`src/dtm_pkg.sv`:
```
// constants, register map and carrier types of the dual timer block
// assumes one 100 MHz clock that also stands for the oscillator
`default_nettype none

package dtm_pkg;

    // byte addresses on the register bus
    localparam logic [11:0] ADR_TIMER_CONTROL = 12'h410;
    localparam logic [11:0] ADR_TOGGLE_STATUS = 12'h420;
    localparam logic [11:0] ADR_RELOAD0       = 12'h424;
    localparam logic [11:0] ADR_RELOAD1       = 12'h428;
    localparam logic [11:0] ADR_COUNT0        = 12'h430;
    localparam logic [11:0] ADR_COUNT1        = 12'h434;
    localparam logic [11:0] ADR_PRESCALE      = 12'h440;
    localparam logic [11:0] ADR_TIMER_MODE    = 12'h45c;

    // timer_control bit positions
    localparam int TC_TF1 = 7;
    localparam int TC_TR1 = 6;
    localparam int TC_TF0 = 5;
    localparam int TC_TR0 = 4;
    localparam int TC_IE1 = 3;
    localparam int TC_IT1 = 2;
    localparam int TC_IE0 = 1;
    localparam int TC_IT0 = 0;

    // timer_mode_register: timer 0 in [3:0], timer 1 in [7:4]
    localparam int TM_T0_MODE = 0;
    localparam int TM_T0_CT   = 2;
    localparam int TM_T0_GATE = 3;
    localparam int TM_T1_MODE = 4;
    localparam int TM_T1_CT   = 6;
    localparam int TM_T1_GATE = 7;

    // toggle_status_register enables
    localparam int TS_T0_TOGGLE = 0;
    localparam int TS_T1_TOGGLE = 2;

    // prescale select sits in bits [3:2] of the prescale register
    localparam int PS_SEL = 2;

    localparam logic [7:0]  RST_BYTE = 8'h00;
    localparam logic [15:0] RST_WORD = 16'h0000;

    // prescaler terminal counts for divide by 4, 16 and 64
    localparam logic [5:0] PRESC_MAX4  = 6'h03;
    localparam logic [5:0] PRESC_MAX16 = 6'h0f;
    localparam logic [5:0] PRESC_MAX64 = 6'h3f;

    // pins are looked at once per this many oscillator cycles
    localparam int SAMPLE_PERIOD = 2;

    typedef enum logic [1:0] {
        MODE_RELOAD16 = 2'h0,
        MODE_COUNT16  = 2'h1,
        MODE_RELOAD8  = 2'h2,
        MODE_SPLIT8   = 2'h3
    } dtm_mode_type;

    typedef enum logic [1:0] {
        PRESC_DIV4  = 2'h0,
        PRESC_DIV16 = 2'h1,
        PRESC_DIV64 = 2'h2,
        PRESC_RSVD  = 2'h3
    } dtm_presc_type;

    // four pins, also the bit order inside the sampler
    typedef struct packed {
        logic t1_count;
        logic t0_count;
        logic ext_irq1;
        logic ext_irq0;
    } dtm_pins_type;

    // interrupt-facing flags and their service acknowledges
    typedef struct packed {
        logic t1_ovf;
        logic t0_ovf;
        logic ext1;
        logic ext0;
    } dtm_irq_type;

    typedef struct packed {
        logic [7:0]  timer_control;
        logic [7:0]  timer_mode_register;
        logic [1:0]  presc;
        logic [7:0]  toggle_status_register;
        logic [7:0]  rl0;
        logic [7:0]  rl1;
        logic [15:0] cnt0;
        logic [15:0] cnt1;
        logic [5:0]  pcnt;
        logic        ack;
        logic [31:0] rdat;
    } dtm_state_type;

endpackage

`default_nettype wire

```
`src/dtm_pin_sampler.sv`:
```
// samples four pins every second cycle, gives levels and falling edges
// assumes pins already synchronous to clk_i
`default_nettype none

module dtm_pin_sampler (
    input  wire logic       clk_i,   // system clock
    input  wire logic       rst_i,   // sync reset, high
    input  wire logic [3:0] pin_i,   // raw pin levels
    output logic      [3:0] level_o, // last sampled level
    output logic      [3:0] fall_o   // one-cycle falling edge pulse
);

    typedef struct packed {
        logic       phase;
        logic [3:0] cur;
        logic [3:0] fall;
    } dtm_smp_type;

    dtm_smp_type s_q;
    dtm_smp_type s_d;

    always_comb
    begin
        s_d       = s_q;
        s_d.phase = ~s_q.phase;
        s_d.fall  = 4'h0;
        // a level shorter than two cycles may be missed entirely
        if (s_q.phase)
        begin
            s_d.cur  = pin_i;
            s_d.fall = s_q.cur & ~pin_i;
        end
    end

    always_ff @(posedge clk_i)
    begin
        if (rst_i)
        begin
            s_q.phase <= 1'b0;
            s_q.cur   <= 4'hf;
            s_q.fall  <= 4'h0;
        end
        else
        begin
            s_q <= s_d;
        end
    end

    assign level_o = s_q.cur;
    assign fall_o  = s_q.fall;

endmodule

`default_nettype wire

```
`src/dtm_timers.sv`:
```
// timers 0 and 1 with the shared control register, Wishbone slave
// assumes a classic Wishbone master and pins synchronous to clk_i
//
// The Wishbone register port was left to the implementer.
`default_nettype none

module dtm_timers (
    input  wire logic                 clk_i,     // system clock
    input  wire logic                 rst_i,     // sync reset, high
    input  wire logic                 wb_cyc_i,  // bus cycle
    input  wire logic                 wb_stb_i,  // bus strobe
    input  wire logic                 wb_we_i,   // write enable
    input  wire logic [11:0]          wb_adr_i,  // byte address
    input  wire logic [3:0]           wb_sel_i,  // byte lanes
    input  wire logic [31:0]          wb_dat_i,  // write data
    output logic      [31:0]          wb_dat_o,  // read data
    output logic                      wb_ack_o,  // bus acknowledge
    input  wire dtm_pkg::dtm_pins_type pins_i,   // count and ext pins
    input  wire dtm_pkg::dtm_irq_type  svc_i,    // vector pulses
    output dtm_pkg::dtm_irq_type       irq_o     // pending flags
);

    dtm_pkg::dtm_state_type s_q;
    dtm_pkg::dtm_state_type s_d;

    logic [3:0]            lvl;
    logic [3:0]            fall;
    logic                  req;
    logic                  wr;
    logic                  tick;
    logic [5:0]            pmax;
    logic                  en0;
    logic                  en1;
    logic                  inc0;
    logic                  inc1;
    logic                  set_tf0;
    logic                  set_tf1;
    logic                  t1_ovf;
    logic                  set_ie0;
    logic                  set_ie1;
    dtm_pkg::dtm_mode_type mode0;
    dtm_pkg::dtm_mode_type mode1;
    dtm_pkg::dtm_pins_type pins;

    assign pins = pins_i;

    dtm_pin_sampler u_sampler (
        .clk_i   (clk_i),
        .rst_i   (rst_i),
        .pin_i   (pins),
        .level_o (lvl),
        .fall_o  (fall)
    );

    always_comb
    begin
        s_d     = s_q;
        req     = wb_cyc_i & wb_stb_i & ~s_q.ack;
        wr      = req & wb_we_i;
        set_tf0 = 1'b0;
        set_tf1 = 1'b0;
        t1_ovf  = 1'b0;
        mode0   = dtm_pkg::dtm_mode_type'(s_q.timer_mode_register[dtm_pkg::TM_T0_MODE +: 2]);
        mode1   = dtm_pkg::dtm_mode_type'(s_q.timer_mode_register[dtm_pkg::TM_T1_MODE +: 2]);

        // one shared prescaler for both timers
        unique case (dtm_pkg::dtm_presc_type'(s_q.presc))
            dtm_pkg::PRESC_DIV16: pmax = dtm_pkg::PRESC_MAX16;
            dtm_pkg::PRESC_DIV64: pmax = dtm_pkg::PRESC_MAX64;
            default:              pmax = dtm_pkg::PRESC_MAX4;
        endcase
        tick = (s_q.pcnt >= pmax);
        if (tick)
        begin
            s_d.pcnt = 6'h00;
        end
        else
        begin
            s_d.pcnt = s_q.pcnt + 6'h01;
        end

        // gating and source selection
        en0  = s_q.timer_control[dtm_pkg::TC_TR0]
             & (~s_q.timer_mode_register[dtm_pkg::TM_T0_GATE] | lvl[0]);
        en1  = s_q.timer_control[dtm_pkg::TC_TR1]
             & (~s_q.timer_mode_register[dtm_pkg::TM_T1_GATE] | lvl[1]);
        inc0 = en0 & (s_q.timer_mode_register[dtm_pkg::TM_T0_CT] ? fall[2] : tick);
        inc1 = en1 & (s_q.timer_mode_register[dtm_pkg::TM_T1_CT] ? fall[3] : tick);

        // timer 0
        unique case (mode0)
            dtm_pkg::MODE_SPLIT8:
            begin
                if (inc0)
                begin
                    s_d.cnt0[7:0] = s_q.cnt0[7:0] + 8'h01;
                    set_tf0       = (s_q.cnt0[7:0] == 8'hff);
                end
                // high byte: internal tick, timer 1 run bit
                if (s_q.timer_control[dtm_pkg::TC_TR1] & tick)
                begin
                    s_d.cnt0[15:8] = s_q.cnt0[15:8] + 8'h01;
                    set_tf1        = (s_q.cnt0[15:8] == 8'hff);
                end
            end
            dtm_pkg::MODE_RELOAD8:
            begin
                if (inc0)
                begin
                    if (s_q.cnt0[7:0] == 8'hff)
                    begin
                        s_d.cnt0[7:0] = s_q.rl0;
                        set_tf0       = 1'b1;
                    end
                    else
                    begin
                        s_d.cnt0[7:0] = s_q.cnt0[7:0] + 8'h01;
                    end
                end
            end
            default:
            begin
                // reload16 is not built here and runs like count16
                if (inc0)
                begin
                    s_d.cnt0 = s_q.cnt0 + 16'h0001;
                    set_tf0  = (s_q.cnt0 == 16'hffff);
                end
            end
        endcase

        // timer 1
        unique case (mode1)
            dtm_pkg::MODE_SPLIT8:
            begin
                // hold, same as run bit clear
                s_d.cnt1 = s_q.cnt1;
            end
            dtm_pkg::MODE_RELOAD8:
            begin
                if (inc1)
                begin
                    if (s_q.cnt1[7:0] == 8'hff)
                    begin
                        s_d.cnt1[7:0] = s_q.rl1;
                        t1_ovf        = 1'b1;
                    end
                    else
                    begin
                        s_d.cnt1[7:0] = s_q.cnt1[7:0] + 8'h01;
                    end
                end
            end
            default:
            begin
                if (inc1)
                begin
                    s_d.cnt1 = s_q.cnt1 + 16'h0001;
                    t1_ovf   = (s_q.cnt1 == 16'hffff);
                end
            end
        endcase

        // timer 0 split owns the timer 1 flag
        if (mode0 != dtm_pkg::MODE_SPLIT8)
        begin
            set_tf1 = t1_ovf;
        end

        // toggle output enables suppress the flags
        set_tf0 = set_tf0 & ~s_q.toggle_status_register[dtm_pkg::TS_T0_TOGGLE];
        set_tf1 = set_tf1 & ~s_q.toggle_status_register[dtm_pkg::TS_T1_TOGGLE];

        // external trigger: falling edge or low level
        set_ie0 = s_q.timer_control[dtm_pkg::TC_IT0] ? fall[0] : ~lvl[0];
        set_ie1 = s_q.timer_control[dtm_pkg::TC_IT1] ? fall[1] : ~lvl[1];

        // register writes; a software write beats a count this cycle
        if (wr & wb_sel_i[0])
        begin
            unique case (wb_adr_i)
                dtm_pkg::ADR_TIMER_CONTROL: s_d.timer_control = wb_dat_i[7:0];
                dtm_pkg::ADR_TIMER_MODE:    s_d.timer_mode_register = wb_dat_i[7:0];
                dtm_pkg::ADR_TOGGLE_STATUS: s_d.toggle_status_register = wb_dat_i[7:0];
                dtm_pkg::ADR_RELOAD0:       s_d.rl0 = wb_dat_i[7:0];
                dtm_pkg::ADR_RELOAD1:       s_d.rl1 = wb_dat_i[7:0];
                dtm_pkg::ADR_PRESCALE:      s_d.presc = wb_dat_i[dtm_pkg::PS_SEL +: 2];
                dtm_pkg::ADR_COUNT0:        s_d.cnt0[7:0] = wb_dat_i[7:0];
                dtm_pkg::ADR_COUNT1:        s_d.cnt1[7:0] = wb_dat_i[7:0];
                default:                    s_d.rl0 = s_d.rl0;
            endcase
        end
        if (wr & wb_sel_i[1])
        begin
            if (wb_adr_i == dtm_pkg::ADR_COUNT0)
            begin
                s_d.cnt0[15:8] = wb_dat_i[15:8];
            end
            if (wb_adr_i == dtm_pkg::ADR_COUNT1)
            begin
                s_d.cnt1[15:8] = wb_dat_i[15:8];
            end
        end

        // service clears the flag; a set in the same cycle wins
        if (svc_i.t0_ovf)
        begin
            s_d.timer_control[dtm_pkg::TC_TF0] = 1'b0;
        end
        if (svc_i.t1_ovf)
        begin
            s_d.timer_control[dtm_pkg::TC_TF1] = 1'b0;
        end
        if (svc_i.ext0)
        begin
            s_d.timer_control[dtm_pkg::TC_IE0] = 1'b0;
        end
        if (svc_i.ext1)
        begin
            s_d.timer_control[dtm_pkg::TC_IE1] = 1'b0;
        end
        s_d.timer_control[dtm_pkg::TC_TF0] = s_d.timer_control[dtm_pkg::TC_TF0] | set_tf0;
        s_d.timer_control[dtm_pkg::TC_TF1] = s_d.timer_control[dtm_pkg::TC_TF1] | set_tf1;
        s_d.timer_control[dtm_pkg::TC_IE0] = s_d.timer_control[dtm_pkg::TC_IE0] | set_ie0;
        s_d.timer_control[dtm_pkg::TC_IE1] = s_d.timer_control[dtm_pkg::TC_IE1] | set_ie1;

        // one wait state: ack and data in the cycle after the request
        s_d.ack  = req;
        s_d.rdat = 32'h0000_0000;
        if (req & ~wb_we_i)
        begin
            unique case (wb_adr_i)
                dtm_pkg::ADR_TIMER_CONTROL: s_d.rdat[7:0] = s_q.timer_control;
                dtm_pkg::ADR_TIMER_MODE:    s_d.rdat[7:0] = s_q.timer_mode_register;
                dtm_pkg::ADR_TOGGLE_STATUS: s_d.rdat[7:0] = s_q.toggle_status_register;
                dtm_pkg::ADR_RELOAD0:       s_d.rdat[7:0] = s_q.rl0;
                dtm_pkg::ADR_RELOAD1:       s_d.rdat[7:0] = s_q.rl1;
                dtm_pkg::ADR_PRESCALE:      s_d.rdat[dtm_pkg::PS_SEL +: 2] = s_q.presc;
                dtm_pkg::ADR_COUNT0:        s_d.rdat[15:0] = s_q.cnt0;
                dtm_pkg::ADR_COUNT1:        s_d.rdat[15:0] = s_q.cnt1;
                default:                    s_d.rdat = 32'h0000_0000;
            endcase
        end
    end

    always_ff @(posedge clk_i)
    begin
        if (rst_i)
        begin
            s_q.timer_control  <= dtm_pkg::RST_BYTE;
            s_q.timer_mode_register  <= dtm_pkg::RST_BYTE;
            s_q.presc <= 2'h0;
            s_q.toggle_status_register <= dtm_pkg::RST_BYTE;
            s_q.rl0   <= dtm_pkg::RST_BYTE;
            s_q.rl1   <= dtm_pkg::RST_BYTE;
            s_q.cnt0  <= dtm_pkg::RST_WORD;
            s_q.cnt1  <= dtm_pkg::RST_WORD;
            s_q.pcnt  <= 6'h00;
            s_q.ack   <= 1'b0;
            s_q.rdat  <= 32'h0000_0000;
        end
        else
        begin
            s_q <= s_d;
        end
    end

    assign wb_ack_o      = s_q.ack;
    assign wb_dat_o      = s_q.rdat;
    assign irq_o.t1_ovf  = s_q.timer_control[dtm_pkg::TC_TF1];
    assign irq_o.t0_ovf  = s_q.timer_control[dtm_pkg::TC_TF0];
    assign irq_o.ext1    = s_q.timer_control[dtm_pkg::TC_IE1];
    assign irq_o.ext0    = s_q.timer_control[dtm_pkg::TC_IE0];

endmodule

`default_nettype wire

```
`config.mk`:
```
export PLATFORM = sky130hd
export DESIGN_NAME = dtm_timers
export DESIGN_NICKNAME = d
export VERILOG_FILES = /design/src/dtm_pkg.sv /design/src/dtm_pin_sampler.sv /design/src/dtm_timers.sv
export SDC_FILE = /design/constraint.sdc
export NUM_CORES = 1
export LEC_CHECK = 0
export BUFFER_PORTS_ARGS = -buffer_cell sky130_fd_sc_hd__buf_2
export CAP_MARGIN = 10
export CORE_ASPECT_RATIO = 2
export CORE_MARGIN = 3
export CORE_UTILIZATION = 57
export CTS_CLUSTER_SIZE = 8
export DETAILED_ROUTE_END_ITERATION = 12
export GPL_TIMING_DRIVEN = 0
export PLACE_DENSITY = 0.81
export SETUP_SLACK_MARGIN = 0.5
export SLEW_MARGIN = 25
export SYNTH_ARGS = -nofsm -noshare
export SYNTH_HDL_FRONTEND = slang
export SYNTH_SLANG_ARGS = --single-unit
```
`constraint.sdc`:
```
create_clock -name clk_i -period 2.8 [get_ports clk_i]
set_input_delay 0 -clock clk_i [delete_from_list [all_inputs] [get_ports clk_i]]
set_output_delay 0 -clock clk_i [all_outputs]
set_load 0.005 [all_outputs]
```
==> impl_metrics.py <==
metrics = {
    "global_route": {
        "grt_most_used_layer": "met2",
        "met3_usage": 0.06409,
        "overflow": 0,
        "met1_usage": 0.3447,
        "grt_pass1_wl_um": 30640,
        "grt_use_met2": 0.6096,
        "antenna_found_initial": 0,
        "first_global_vias": 5803,
        "track_usage": 0.3458,
        "grt_max_degree": 19,
    },
    "synth": {
        "synthCells": 671,
        "ys_types": 71,
        "avgSynthCellArea_um2": 8.671,
        "synth_ff_type": "dfxtp_1",
        "synth_edf_count": 0,
        "synth_seq_cells": 106,
        "synth_area_um2": 5818,
        "yosysWarnings": 0,
        "synth-seq-area-share": 0.3647,
        "synth_top_area_frac": 0.3647,
        "synth.area.top_cells": "dfxtp_1, mux2i_1, nor2_1",
        "postSynth.asyncResetShare": 0,
        "yosysTopAreaCell": "dfxtp_1",
    },
    "clocking": {
        "root_buffer": "clkbuf_16",
        "cts_tree": "done",
        "cts.clk_slew.worst_paths_ns": 0.08,
        "clock-sinks": 106,
        "clockBufferDepth": 2,
        "htreeDepth": 3,
        "cts_buffers": 9,
        "insertion_delay_ns": 0.36,
    },
    "floorplan": {
        "ioPinCount": 98,
        "initial_utilization": 0.5921,
        "die-area_um2": 11530,
        "coreArea_um2": 9827,
        "die_w_um": 77.44,
        "rows": 51,
        "chipHeight_um": 148.9,
    },
    "min_path": {
        "holdCritStartpoint": "wb_dat_i[5]",
        "hold_depth": 3,
        "hp-class": "in -> reg",
    },
    "drt": {
        "wire_per_inst_um": 21.35,
        "drt-total-wl_um": 19710,
        "dr.pass1.iters": 5,
        "dr.first_iter.drc_count": 551,
        "via_per_inst": 6.237,
        "vias": 5757,
        "drc": 0,
        "ant_nets": 0,
    },
    "layout": {
        "final_cells": 923,
        "nFillCells": 760,
        "final_area_um2": 7227,
        "layout_common_cells": "dfxtp_1, nor2_1, buf_2",
        "num_antenna_cells": 0,
        "utilization": 0.7354,
        "area.growth.synth_to_final_pct": 24.22,
        "layout_commonest_cell": "dfxtp_1",
        "multi_input_area_um2": 3592,
        "ff_latch_area_um2": 2125,
        "drive_above_1_share": 0.2465,
        "nets": 857,
    },
    "placement": {
        "post-place-cells": 876,
        "dp_hpwl_um": 14440,
        "port_buffers": 58,
        "gp_congestion": 0.9440,
        "dpl_cell_area_um2": 6344,
    },
    "timing": {
        "fin_crit_sh": 0.8616,
        "period_minus_slack_ns": 2.412,
        "drv_slew": 0,
        "finalSetupViolCount": 0,
        "setup_tns_ns": 0,
        "fmax_ghz": 0.4145,
        "hold_slack_ns": 0.01735,
        "hold_violations": 0,
        "tightest_slew_ns": 0.8400,
        "max_slew_margin": 0.4400,
        "skew_ns": 0.009714,
        "rsz0062_at_grt": "true",
    },
    "critical_path": {
        "endpoint_kind": "register",
        "path_max_fanout": 4,
        "crit_type": "reg -> reg",
        "startpoint_type": "register",
        "cp.required_ns": 3.07,
        "critPathLaunch": "s_q[95]",
        "crit_arrival_ns": 2.68,
        "r2r_cells": 10,
        "r2r-start": "s_q[95]",
    },
    "power": {
        "switchingPower_w": 0.0007996,
        "seqPwrFrac": 0.502,
        "p_leak_nw": 2.932,
        "peakVddDrop_uv": 367.2,
        "pwr-share-clk": 0.391,
        "pwr-share-comb": 0.107,
        "p_int_w": 0.002277,
        "switching_share": 0.2599,
        "p_per_area_nw_per_um2": 425.7,
    },
    "outcome": {
        "status": "completed",
    },
    "run": {
        "maxCapViolCount": 0,
    },
}
==> per-layer routing <==
| metal | wire (µm) | up-vias |
|---|---|---|
| met5 | 0 | - |
| met4 | 1915 | 0 |
| met3 | 1307 | 126 |
| met2 | 9926 | 342 |
| met1 | 6560 | 2653 |
| li1 | - | 2636 |
==> power by group through the flow <==
| stage | combinational [W] | sequential, W | clock, W |
|---|---|---|---|
| 6_report | 0.000331 | 0.00154 | 0.00120 |
| 5_1_grt | 0.000353 | 0.00154 | 0.00128 |
| 4_1_cts | 0.000322 | 0.00154 | 0.00121 |
| 3_5_place_dp | 0.000255 | 0.00158 | 0 |
| 3_3_place_gp | 0.000248 | 0.00158 | 0 |
| 2_1_floorplan | 0.000152 | 0.00157 | 0 |
==> cell usage after synthesis, drive strengths merged (12+ instances only) <==
master,n
a211oi,18
a21oi,23
a22oi,22
and3,15
buf,43
clkbuf,30
dfxtp,106
mux2i,45
nand2,39
nand3,17
nand4,15
nor2,91
nor2b,13
nor3,12
o21ai,15
==> path summary, 6_finish.rpt <==
path,endpoint,slack (ns)
setup / recovery,s_q[68],0.39
setup reg to reg,s_q[68],0.39
hold reg to reg,s_q[33],0.45
hold / removal,s_q[44],0.02
==> cell families (layout without fill, tap and decap cells) <==
family	after synthesis	after routing	share of synthesized area
simple gates	253	253	0.2314
mux	54	54	0.09484
flops	106	106	0.3647
other cells	1	16	0.0006445
xor+xnor	19	19	0.02860
compound gates	145	145	0.1804
buf+inv	84	189	0.08000
fa+ha+maj	9	9	0.01936
==> registers in the layout, summed over array words and instances (netlist names) <==
register / flops
u_sampler.level_o: 4
s_q: 72
mode1: 2
u_sampler.fall_o: 4
mode0: 2
wb_dat_o: 16
u_sampler.s_q: 1
wb_ack_o: 1
irq_o: 4
==> metrics by stage <==
step	total power, W	setup WS, ns
floorplan	0.001724	0.5032
CTS	0.003074	0.4694
detailed placement	0.001832	0.1537
global placement	0.001824	0.2495
finish	0.003076	0.3876
global route	0.003174	0.3006
==> area by class of cell <==
| type | instances | share of cell area |
|---|---|---|
| Clock buffer | 9 | 0.03116 |
| Timing Repair Buffer | 90 | 0.08102 |
| Tap cell | 132 | 0.02285 |
| Sequential cell | 106 | 0.2940 |
| Buffer | 73 | 0.06129 |
| Clock inverter | 6 | 0.006925 |
| Inverter | 11 | 0.005713 |
| Multi-Input combinational cell | 496 | 0.4971 |
==> critical path, stage by stage (launching register included) <==
cell,delay (ns)
dfxtp_2,0.33
inv_2,0.04
ha_4,0.23
ha_4,0.25
o211ai_1,0.11
buf_4,0.17
o211a_4,0.29
nor4_4,0.28
o2111ai_2,0.18
xor2_1,0.19
a211oi_1,0.24
==> timing repair <==
item	4_1_cts	5_1_grt
resized for setup	42	25
gates cloned	1	1
pin swaps	17	8
hold endpoints to repair	30	0
setup endpoints to repair	44	55
hold buffers	19	0
setup buffers	7	4
(Power assumes the default switching activity.)
